### config.mk
export PLATFORM = sky130hd
export DESIGN_NAME = tone_capable_playback_block
export DESIGN_NICKNAME = d
export VERILOG_FILES = /design/src/tone_pkg.sv /design/src/tone_sample_fifo.sv /design/src/tone_capable_playback_block.sv
export SDC_FILE = /design/constraint.sdc
export NUM_CORES = 2
export LEC_CHECK = 0
export ABC_AREA = 1
export BUFFER_PORTS_ARGS = -buffer_cell sky130_fd_sc_hd__buf_2
export CELL_PAD_IN_SITES_DETAIL_PLACEMENT = 0
export CELL_PAD_IN_SITES_GLOBAL_PLACEMENT = 2
export CORE_ASPECT_RATIO = 0.8
export CORE_MARGIN = 2
export CORE_UTILIZATION = 36
export CTS_BUF_LIST = sky130_fd_sc_hd__clkbuf_2
export CTS_CLUSTER_DIAMETER = 50
export DETAILED_ROUTE_END_ITERATION = 16
export PLACE_DENSITY_LB_ADDON = 0.3
export SLEW_MARGIN = 0
export SYNTH_ARGS = -nofsm -noshare
export SYNTH_HDL_FRONTEND = slang
export SYNTH_HIERARCHICAL = 1
export SYNTH_SLANG_ARGS = --single-unit
### constraint.sdc
create_clock -name i_clk -period 9.95 [get_ports i_clk]
set_input_delay 2.4875 -clock i_clk [delete_from_list [all_inputs] [get_ports i_clk]]
set_output_delay 2.4875 -clock i_clk [all_outputs]
set_load 0.005 [all_outputs]
### src/tone_pkg.sv
// constants and types shared by the key-click tone generator
package tone_pkg;

  // ***********************************************
  // register map, page 0
  // ***********************************************
  localparam logic [7:0] TONE_PAGE = 8'h00;
  localparam logic [7:0] OFF_LEFT_CTRL = 8'h47;
  localparam logic [7:0] OFF_RIGHT_CTRL = 8'h48;
  localparam logic [7:0] OFF_LEN_HIGH = 8'h49;
  localparam logic [7:0] OFF_LEN_MID = 8'h4A;
  localparam logic [7:0] OFF_LEN_LOW = 8'h4B;
  localparam logic [7:0] OFF_SIN_HIGH = 8'h4C;
  localparam logic [7:0] OFF_SIN_LOW = 8'h4D;
  localparam logic [7:0] OFF_COS_HIGH = 8'h4E;
  localparam logic [7:0] OFF_COS_LOW = 8'h4F;

  // ***********************************************
  // field positions
  // ***********************************************
  localparam int START_BIT = 7;
  localparam int MASTER_LSB = 6;
  localparam int VOL_W = 6;
  localparam int MASTER_W = 2;

  // ***********************************************
  // reset values
  // ***********************************************
  localparam logic [7:0] LEN_HIGH_RST = 8'h00;
  localparam logic [7:0] LEN_MID_RST = 8'h00;
  localparam logic [7:0] LEN_LOW_RST = 8'hEE;
  localparam logic [7:0] SIN_HIGH_RST = 8'h10;
  localparam logic [7:0] SIN_LOW_RST = 8'hD8;
  localparam logic [7:0] COS_HIGH_RST = 8'h7E;
  localparam logic [7:0] COS_LOW_RST = 8'hE3;
  localparam logic [5:0] VOL_RST = 6'h00;
  localparam logic [1:0] MASTER_RST = 2'h0;

  // ***********************************************
  // gain mantissas, Q14, for +2 dB down to -3 dB
  // ***********************************************
  localparam logic [14:0] GAIN_M0 = 15'h5092;
  localparam logic [14:0] GAIN_M1 = 15'h47CF;
  localparam logic [14:0] GAIN_M2 = 15'h4000;
  localparam logic [14:0] GAIN_M3 = 15'h390A;
  localparam logic [14:0] GAIN_M4 = 15'h32D6;
  localparam logic [14:0] GAIN_M5 = 15'h2D4F;
  localparam int GAIN_FRAC = 14;
  localparam int DB_PER_OCTAVE = 6;

  // ***********************************************
  // stream and buffering
  // ***********************************************
  localparam int SAMPLE_W = 16;
  localparam int FIFO_DEPTH = 8;

  typedef struct packed {
    logic signed [15:0] left;
    logic signed [15:0] right;
  } sample_t;

  typedef struct packed {
    logic [7:0] page;
    logic [7:0] addr;
    logic [7:0] wdata;
    logic we;
    logic re;
  } reg_req_t;

  typedef enum logic [1:0] {
    ST_IDLE = 2'b00,
    ST_ARMED = 2'b01,
    ST_RUN = 2'b11
  } tone_state_t;

endpackage

### src/tone_sample_fifo.sv
// synchronous valid/ready fifo for playback samples
`timescale 1ns/100ps
module tone_sample_fifo #(
  parameter int WIDTH = 32,
  parameter int DEPTH = 8
) (
  input wire logic i_clk,
  input wire logic i_rst,
  input wire logic i_ce,
  input wire logic i_valid,
  input wire logic [WIDTH-1:0] i_data,
  output logic o_ready,
  output logic o_valid,
  output logic [WIDTH-1:0] o_data,
  input wire logic i_ready
);
  localparam int AW = $clog2(DEPTH);
  localparam int CW = AW + 1;

  logic [WIDTH-1:0] mem [DEPTH];
  logic [AW-1:0] wr_ptr_r;
  logic [AW-1:0] rd_ptr_r;
  logic [CW-1:0] cnt_r;
  logic [CW-1:0] cnt_nxt;
  logic ready_r;
  logic valid_r;
  wire push = i_valid & ready_r;
  wire pop = valid_r & i_ready;

  // flags are registered so both handshake outputs leave flops
  assign cnt_nxt = cnt_r + CW'(push) - CW'(pop);
  assign o_ready = ready_r;
  assign o_valid = valid_r;
  assign o_data = mem[rd_ptr_r];

  always_ff @(posedge i_clk)
  begin
    if (i_ce && push)
    begin
      mem[wr_ptr_r] <= i_data;
    end
  end

  always_ff @(posedge i_clk)
  begin
    if (i_rst)
    begin
      wr_ptr_r <= '0;
      rd_ptr_r <= '0;
      cnt_r <= '0;
      ready_r <= 1'b0;
      valid_r <= 1'b0;
    end
    else if (i_ce)
    begin
      wr_ptr_r <= wr_ptr_r + AW'(push);
      rd_ptr_r <= rd_ptr_r + AW'(pop);
      cnt_r <= cnt_nxt;
      ready_r <= (cnt_nxt != CW'(DEPTH));
      valid_r <= (cnt_nxt != '0);
    end
  end
endmodule

### src/tone_capable_playback_block.sv
// key-click sine-burst generator mixed into the playback stream
`timescale 1ns/100ps
module tone_capable_playback_block (
  input wire logic i_clk,
  input wire logic i_rst,
  input wire logic i_ce,
  input wire tone_pkg::reg_req_t i_reg,
  output logic [7:0] o_reg_rdata,
  input wire logic i_in_valid,
  input wire tone_pkg::sample_t i_in_data,
  output logic o_in_ready,
  output logic o_out_valid,
  output tone_pkg::sample_t o_out_data,
  input wire logic i_out_ready,
  output logic o_tone_active
);

  // ***********************************************
  // register storage
  // ***********************************************
  logic [5:0] left_vol_r;
  logic [7:0] right_ctrl_r;
  logic [7:0] len_high_r;
  logic [7:0] len_mid_r;
  logic [7:0] len_low_r;
  logic [7:0] sin_high_r;
  logic [7:0] sin_low_r;
  logic [7:0] cos_high_r;
  logic [7:0] cos_low_r;
  logic [7:0] rdata_r;

  // ***********************************************
  // burst and oscillator state
  // ***********************************************
  tone_pkg::tone_state_t state_r;
  tone_pkg::tone_state_t state_nxt;
  logic [23:0] remain_r;
  logic signed [15:0] osc_cur_r;
  logic signed [15:0] osc_prev_r;
  logic out_valid_r;
  tone_pkg::sample_t out_data_r;
  logic busy_r;

  // ***********************************************
  // register decode
  // ***********************************************
  wire page_hit = (i_reg.page == tone_pkg::TONE_PAGE);
  wire wr = i_reg.we & page_hit;
  wire rd = i_reg.re & page_hit;
  // one address compare per register, shared by write and read
  wire hit_left = (i_reg.addr == tone_pkg::OFF_LEFT_CTRL);
  wire hit_right = (i_reg.addr == tone_pkg::OFF_RIGHT_CTRL);
  wire hit_len_h = (i_reg.addr == tone_pkg::OFF_LEN_HIGH);
  wire hit_len_m = (i_reg.addr == tone_pkg::OFF_LEN_MID);
  wire hit_len_l = (i_reg.addr == tone_pkg::OFF_LEN_LOW);
  wire hit_sin_h = (i_reg.addr == tone_pkg::OFF_SIN_HIGH);
  wire hit_sin_l = (i_reg.addr == tone_pkg::OFF_SIN_LOW);
  wire hit_cos_h = (i_reg.addr == tone_pkg::OFF_COS_HIGH);
  wire hit_cos_l = (i_reg.addr == tone_pkg::OFF_COS_LOW);
  wire wr_left = wr & hit_left;
  wire wr_right = wr & hit_right;
  wire wr_len_h = wr & hit_len_h;
  wire wr_len_m = wr & hit_len_m;
  wire wr_len_l = wr & hit_len_l;
  wire wr_sin_h = wr & hit_sin_h;
  wire wr_sin_l = wr & hit_sin_l;
  wire wr_cos_h = wr & hit_cos_h;
  wire wr_cos_l = wr & hit_cos_l;
  wire start_req = wr_left & i_reg.wdata[tone_pkg::START_BIT];

  // start bit reads back the burst state, so it drops by itself
  wire busy = (state_r != tone_pkg::ST_IDLE);

  wire [7:0] left_rd = {busy, 1'b0, left_vol_r};
  wire [7:0] rdata_nxt =
    hit_left ? left_rd :
    hit_right ? right_ctrl_r :
    hit_len_h ? len_high_r :
    hit_len_m ? len_mid_r :
    hit_len_l ? len_low_r :
    hit_sin_h ? sin_high_r :
    hit_sin_l ? sin_low_r :
    hit_cos_h ? cos_high_r :
    hit_cos_l ? cos_low_r : 8'h00;

  // ***********************************************
  // assembled fields
  // ***********************************************
  wire [23:0] burst_len = {len_high_r, len_mid_r, len_low_r};
  wire signed [15:0] sin_coef = {sin_high_r, sin_low_r};
  wire signed [15:0] cos_coef = {cos_high_r, cos_low_r};
  wire [5:0] right_vol = right_ctrl_r[5:0];
  wire [1:0] master_vol =
    right_ctrl_r[tone_pkg::MASTER_LSB +: tone_pkg::MASTER_W];

  // ***********************************************
  // input buffer
  // ***********************************************
  logic fifo_valid;
  tone_pkg::sample_t fifo_data;
  logic fifo_ready_in;
  wire take = fifo_valid & (~out_valid_r | i_out_ready);

  tone_sample_fifo #(
    .WIDTH($bits(tone_pkg::sample_t)),
    .DEPTH(tone_pkg::FIFO_DEPTH)
  ) u_fifo (
    .i_clk(i_clk),
    .i_rst(i_rst),
    .i_ce(i_ce),
    .i_valid(i_in_valid),
    .i_data(i_in_data),
    .o_ready(fifo_ready_in),
    .o_valid(fifo_valid),
    .o_data(fifo_data),
    .i_ready(take)
  );

  // ***********************************************
  // oscillator: y[n+1] = 2c*y[n] - y[n-1], Q15
  // ***********************************************
  wire signed [33:0] osc_prod = 34'(cos_coef * osc_cur_r);
  wire signed [33:0] osc_twice = osc_prod >>> 14;
  wire signed [33:0] osc_sum = osc_twice - 34'(osc_prev_r);
  // saturation keeps a rounding drift near full scale from wrapping
  wire signed [15:0] osc_next =
    (osc_sum > 34'sd32767) ? 16'sh7FFF :
    (osc_sum < -34'sd32768) ? 16'sh8000 : osc_sum[15:0];

  // silent outside the run state, so playback passes untouched
  wire signed [15:0] tone_val =
    (state_r == tone_pkg::ST_RUN) ? osc_cur_r : 16'sh0000;

  // ***********************************************
  // volume: mantissa per dB within a 6 dB octave, then shift
  // ***********************************************
  function automatic logic [14:0] gain_mant(input logic [5:0] step);
    logic [5:0] idx;
    idx = step % 6'(tone_pkg::DB_PER_OCTAVE);
    case (idx)
      6'h00: gain_mant = tone_pkg::GAIN_M0;
      6'h01: gain_mant = tone_pkg::GAIN_M1;
      6'h02: gain_mant = tone_pkg::GAIN_M2;
      6'h03: gain_mant = tone_pkg::GAIN_M3;
      6'h04: gain_mant = tone_pkg::GAIN_M4;
      default: gain_mant = tone_pkg::GAIN_M5;
    endcase
  endfunction

  function automatic logic signed [17:0] scale_tone(
    input logic signed [15:0] tone,
    input logic [5:0] vol,
    input logic [1:0] master
  );
    logic signed [31:0] prod;
    logic [5:0] sh;
    prod = 32'(tone * $signed({1'b0, gain_mant(vol)}));
    sh = 6'(tone_pkg::GAIN_FRAC) + vol / 6'(tone_pkg::DB_PER_OCTAVE)
      + 6'(master);
    prod = prod >>> sh;
    scale_tone = prod[17:0];
  endfunction

  function automatic logic signed [15:0] sat_add(
    input logic signed [15:0] play,
    input logic signed [17:0] tone
  );
    logic signed [18:0] sum;
    sum = 19'(play) + 19'(tone);
    if (sum > 19'sd32767)
      sat_add = 16'sh7FFF;
    else if (sum < -19'sd32768)
      sat_add = 16'sh8000;
    else
      sat_add = sum[15:0];
  endfunction

  wire signed [17:0] tone_left = scale_tone(tone_val, left_vol_r,
    master_vol);
  wire signed [17:0] tone_right = scale_tone(tone_val, right_vol,
    master_vol);

  // playback arrives already past the dac volume stage
  tone_pkg::sample_t mixed;
  assign mixed.left = sat_add(fifo_data.left, tone_left);
  assign mixed.right = sat_add(fifo_data.right, tone_right);

  // ***********************************************
  // burst sequencing
  // ***********************************************
  wire first_take = take & (state_r == tone_pkg::ST_ARMED);
  wire run_take = take & (state_r == tone_pkg::ST_RUN);
  wire last_run = run_take & (remain_r == 24'h000001);
  wire len_zero = (burst_len == 24'h000000);
  wire len_one = (burst_len == 24'h000001);

  // a start that lands on the ending sample in ST_RUN wins and re-arms
  always_comb
  begin
    state_nxt = state_r;
    case (state_r)
      tone_pkg::ST_IDLE:
        if (start_req)
          state_nxt = tone_pkg::ST_ARMED;
      tone_pkg::ST_ARMED:
        if (len_zero)
          state_nxt = tone_pkg::ST_IDLE;
        else if (first_take)
          state_nxt = len_one ? tone_pkg::ST_IDLE : tone_pkg::ST_RUN;
      tone_pkg::ST_RUN:
        if (last_run)
          state_nxt = start_req ? tone_pkg::ST_ARMED
            : tone_pkg::ST_IDLE;
      default:
        state_nxt = tone_pkg::ST_IDLE;
    endcase
  end

  // ***********************************************
  // register writes
  // ***********************************************
  always_ff @(posedge i_clk)
  begin
    if (i_rst)
    begin
      left_vol_r <= tone_pkg::VOL_RST;
      right_ctrl_r <= {tone_pkg::MASTER_RST, tone_pkg::VOL_RST};
      len_high_r <= tone_pkg::LEN_HIGH_RST;
      len_mid_r <= tone_pkg::LEN_MID_RST;
      len_low_r <= tone_pkg::LEN_LOW_RST;
      sin_high_r <= tone_pkg::SIN_HIGH_RST;
      sin_low_r <= tone_pkg::SIN_LOW_RST;
      cos_high_r <= tone_pkg::COS_HIGH_RST;
      cos_low_r <= tone_pkg::COS_LOW_RST;
      rdata_r <= 8'h00;
    end
    else if (i_ce)
    begin
      if (wr_left)
        left_vol_r <= i_reg.wdata[5:0];
      if (wr_right)
        right_ctrl_r <= i_reg.wdata;
      if (wr_len_h)
        len_high_r <= i_reg.wdata;
      if (wr_len_m)
        len_mid_r <= i_reg.wdata;
      if (wr_len_l)
        len_low_r <= i_reg.wdata;
      if (wr_sin_h)
        sin_high_r <= i_reg.wdata;
      if (wr_sin_l)
        sin_low_r <= i_reg.wdata;
      if (wr_cos_h)
        cos_high_r <= i_reg.wdata;
      if (wr_cos_l)
        cos_low_r <= i_reg.wdata;
      if (rd)
        rdata_r <= rdata_nxt;
    end
  end

  // ***********************************************
  // oscillator and sample counter
  // ***********************************************
  always_ff @(posedge i_clk)
  begin
    if (i_rst)
    begin
      state_r <= tone_pkg::ST_IDLE;
      busy_r <= 1'b0;
      remain_r <= 24'h000000;
      osc_cur_r <= 16'sh0000;
      osc_prev_r <= 16'sh0000;
    end
    else if (i_ce)
    begin
      state_r <= state_nxt;
      // status pin leaves a flop yet tracks the start bit readback
      busy_r <= (state_nxt != tone_pkg::ST_IDLE);
      if (first_take)
      begin
        // y0 = 0 went out with this sample, y1 = sine comes next
        osc_cur_r <= sin_coef;
        osc_prev_r <= 16'sh0000;
        remain_r <= burst_len - 24'h000001;
      end
      else if (run_take)
      begin
        osc_cur_r <= osc_next;
        osc_prev_r <= osc_cur_r;
        remain_r <= remain_r - 24'h000001;
      end
    end
  end

  // ***********************************************
  // output stage toward the dac
  // ***********************************************
  always_ff @(posedge i_clk)
  begin
    if (i_rst)
    begin
      out_valid_r <= 1'b0;
      out_data_r <= '0;
    end
    else if (i_ce)
    begin
      if (take)
      begin
        out_valid_r <= 1'b1;
        out_data_r <= mixed;
      end
      else if (i_out_ready)
        out_valid_r <= 1'b0;
    end
  end

  assign o_reg_rdata = rdata_r;
  assign o_in_ready = fifo_ready_in;
  assign o_out_valid = out_valid_r;
  assign o_out_data = out_data_r;
  assign o_tone_active = busy_r;

endmodule

==> run metrics <==
unrepaired setup endpoints after global routing=true; cell row count=127; top cells by area, synth=fa_1 (27%), edfxtp_1 (14%), inv_1 (9.8%), nand2_1 (8.7%), ha_1 (8.3%); RD Place Congestion=0.934; Worst Path Arrival=11.31 ns; Setup violations, final=0; Synth top area share=26.7%; Pwr Density=55.4 mW/mm2; EDFF count, synth=256; Synth Register Bits=between 400 and 500; Worst setup EP type=flip-flop; area of the multi-input gates=0.0413 mm2; sequential area share after synthesis=21.0%; top-count cell post-synth=inv_1; GR Util met1=38.9%; Routed Antenna Nets=0; IO buf count=105; Synth Flop Type=edfxtp_1; Placement Setup Slack=-0.804 ns; I/O pins=around 110; outcome=completed; Max Clk Rate=about 0.10 GHz; Syn Area/Cell=between 7 and 8 um2; slew margin rel.=around 15%; effective utilization at floorplan=36.2%; largest net degree at the start of global routing=69; Synth Instances=around 7,000; final WL=between 150,000 and 200,000 um; DR vias=48,800; CTS Buf Count=between 100 and 150; Final Critical Period=approximately 10 ns; leakage=32.7 nW; die span in y=351 um; startpoint types=flip-flop; GRT met3 Usage=3.36%; cell accounting for the most synthesized area=fa_1; commonest cells in the netlist=inv_1 (1,416), nand2_1 (1,265), fa_1 (723); core area=about 0.15 mm2; drt via density=4.97; DRC violation count after routing=0; Hold Vio Cnt, Final=0; Max-cap violations=0; critical path peak fanout=12; clock slew at reported path FFs=between 0.1 and 0.15 ns; CP Class=flip-flop to flip-flop; Peak VDD IR=89.1 uV; number of global-route vias before repair=48,800; global-route wire length before repair=around 300,000 um; Slew Limit Fails=0; worst skew pair latency=1.61 ns; CTS tree=done; Post-layout nets=8,858; critical path's slowest cell=fa_1; clk_skew=0.233 ns; global route total overflow=0; Pre-Repair DR Iteration Count=6; Die Area=approximately 0.15 mm2; DR WL/cell=a little under 20 um; GR Util met2=36.4%; Yosys Warn Count=6; Synth cell types=62; Worst path most repeated cell=buf_4; WP data required=11.31 ns; fin crit share=100%; hold buffer count at cts=0; setup ws final=about 0.003 ns; clk buf depth=3; DR iter-0 viols=between 3,000 and 4,000; DPL Wire Length=151,000 um; root buffer cell=clkbuf_2; GRT Resource Usage Total=24.8%; Power Total=about 3.8 mW; syn_nets=8,080; Chip Width=438 um; share of cells above drive strength 1=27.1%; final core utilization=about 46%; Worst path max stage delay=0.56 ns; fillers=15,000; register area=approximately 0.011 mm2; setup TNS=0 ns; antenna violations before repair=4; Syn Std Cell Area=0.0543 mm2; worst hold path type=flip-flop to flip-flop; busiest grt layer=met1; Synth async-reset ratio=0%; CTS Sinks=441; H-tree depth=3; Slew @ Worst Pin=1.27 ns; P&R area growth vs syn=27.1%
==> report_power, final <==
group          switching [mW]  internal, mW  total, mW
Clock                   0.851         0.497       1.35
Sequential             0.0195          1.95       1.97
Combinational           0.316         0.192      0.508
Total                    1.19          2.64       3.82
==> area by class of cell <==
type                    count  share of cell area [%]
diodes                     11                  0.0399
clock buffers             160                    1.16
clock inverters            45                   0.406
inverters                1456                    8.00
multi-input cells        4779                    59.9
flip-flops and latches    441                    16.5
well taps                1999                    3.62
repair buffers            916                    10.3
repair inverters            3                  0.0326
==> state kept, by name, indices dropped and copies added (netlist names), 2 cells and up, named ones only <==
name / count
cos_high_r: 8
cos_low_r: 8
left_vol_r: 6
len_high_r: 8
len_low_r: 8
len_mid_r: 8
o_out_data: 32
o_reg_rdata: 8
osc_cur_r: 16
osc_prev_r: 16
remain_r: 24
right_ctrl_r: 8
sin_high_r: 8
sin_low_r: 8
state_r: 2
u_fifo/cnt_r: 4
u_fifo/mem: 256
u_fifo/rd_ptr_r: 3
u_fifo/wr_ptr_r: 3
==> layout by cell type, fill, tap and decap left out, drive strengths merged, types with 3 or more instances in the layout <==
cell type	synthesis	routed
diode	0	11
edfxtp	256	256
nor4	13	13
and2	6	8
nand2	1274	1274
dfxtp	185	185
o21bai	20	20
o211ai	27	27
nand3	482	482
xor2	68	68
clkbuf	192	163
clkinv	7	44
or2	25	25
a21o	14	14
nor3	42	42
nor2	694	694
a31o	3	3
nand3b	10	10
ha	359	359
and3	3	3
o22ai	73	73
nand4	38	38
inv	1449	1452
clkinvlp	0	7
o221ai	7	7
o31ai	6	6
a221oi	3	3
a311oi	4	4
a31oi	17	17
xnor2	36	36
fa	723	723
o21a	10	10
a21oi	388	388
o21ai	387	387
o2111ai	7	7
buf	69	913
a211oi	27	27
==> stage by stage <==
stage / cell area, um2 / std cells / hold WS (ns)
after floorplan: 54300 / 6935 / 0.443
after global placement: 61400 / 9442 / 0.453
after detailed placement: 61400 / 9442 / 0.458
after CTS: 65400 / 9732 / 0.474
after global routing: 69000 / 9810 / 0.496
final: 69000 / 9810 / 0.476
==> path summary, 6_finish.rpt <==
kind | depth (start not counted) | start | end | slack, ns
min reg2reg | 2 | o_reg_rdata[6] | o_reg_rdata[6] | 0.48
max reg2reg | 58 | left_vol_r[4] | o_out_data[28] | 0.003
max | 58 | left_vol_r[4] | o_out_data[28] | 0.003
min | 2 | o_reg_rdata[6] | o_reg_rdata[6] | 0.48
==> kinds of logic (layout without fill, tap and decap cells) <==
family                   Yosys count  in the layout  synth area share [%]
buffers and inverters           1717           2580                  12.2
other                              0             11                     0
XOR/XNOR                         104            104                  1.68
AO/OA/AOI/OAI                   1000           1000                  10.2
multiplexers                       2              2                0.0369
adder cells (fa/ha/maj)         1082           1082                  34.9
flip-flops                       441            441                  21.0
AND/OR/NAND/NOR                 2589           2591                  20.0
==> critical path: cells and delay by family (launching register included) <==
kind / cells / cell delay [ns]
adder cells (fa/ha/maj): 8 / 3.61
AND/OR/NAND/NOR: 23 / 2.41
buffers and inverters: 17 / 1.87
AO/OA/AOI/OAI: 9 / 1.21
flip-flops: 1 / 0.38
XOR/XNOR: 1 / 0.16
==> per-layer routing <==
metal | vias to the layer above | routed length (um)
met5 | - | 13
met4 | 2 | 2250
met3 | 130 | 10900
met2 | 1109 | 80700
met1 | 24100 | 97400
li1 | 23400 | -
==> repair_timing <==
action                     in CTS  in global routing
hold endpoints to repair        0                  0
gates resized for setup       509                716
pin swaps                     243                383
setup buffers                  82                 64
setup endpoints to repair      32                 32
gates cloned                    3                  6
Note: power is estimated with default switching activity, not from simulation.
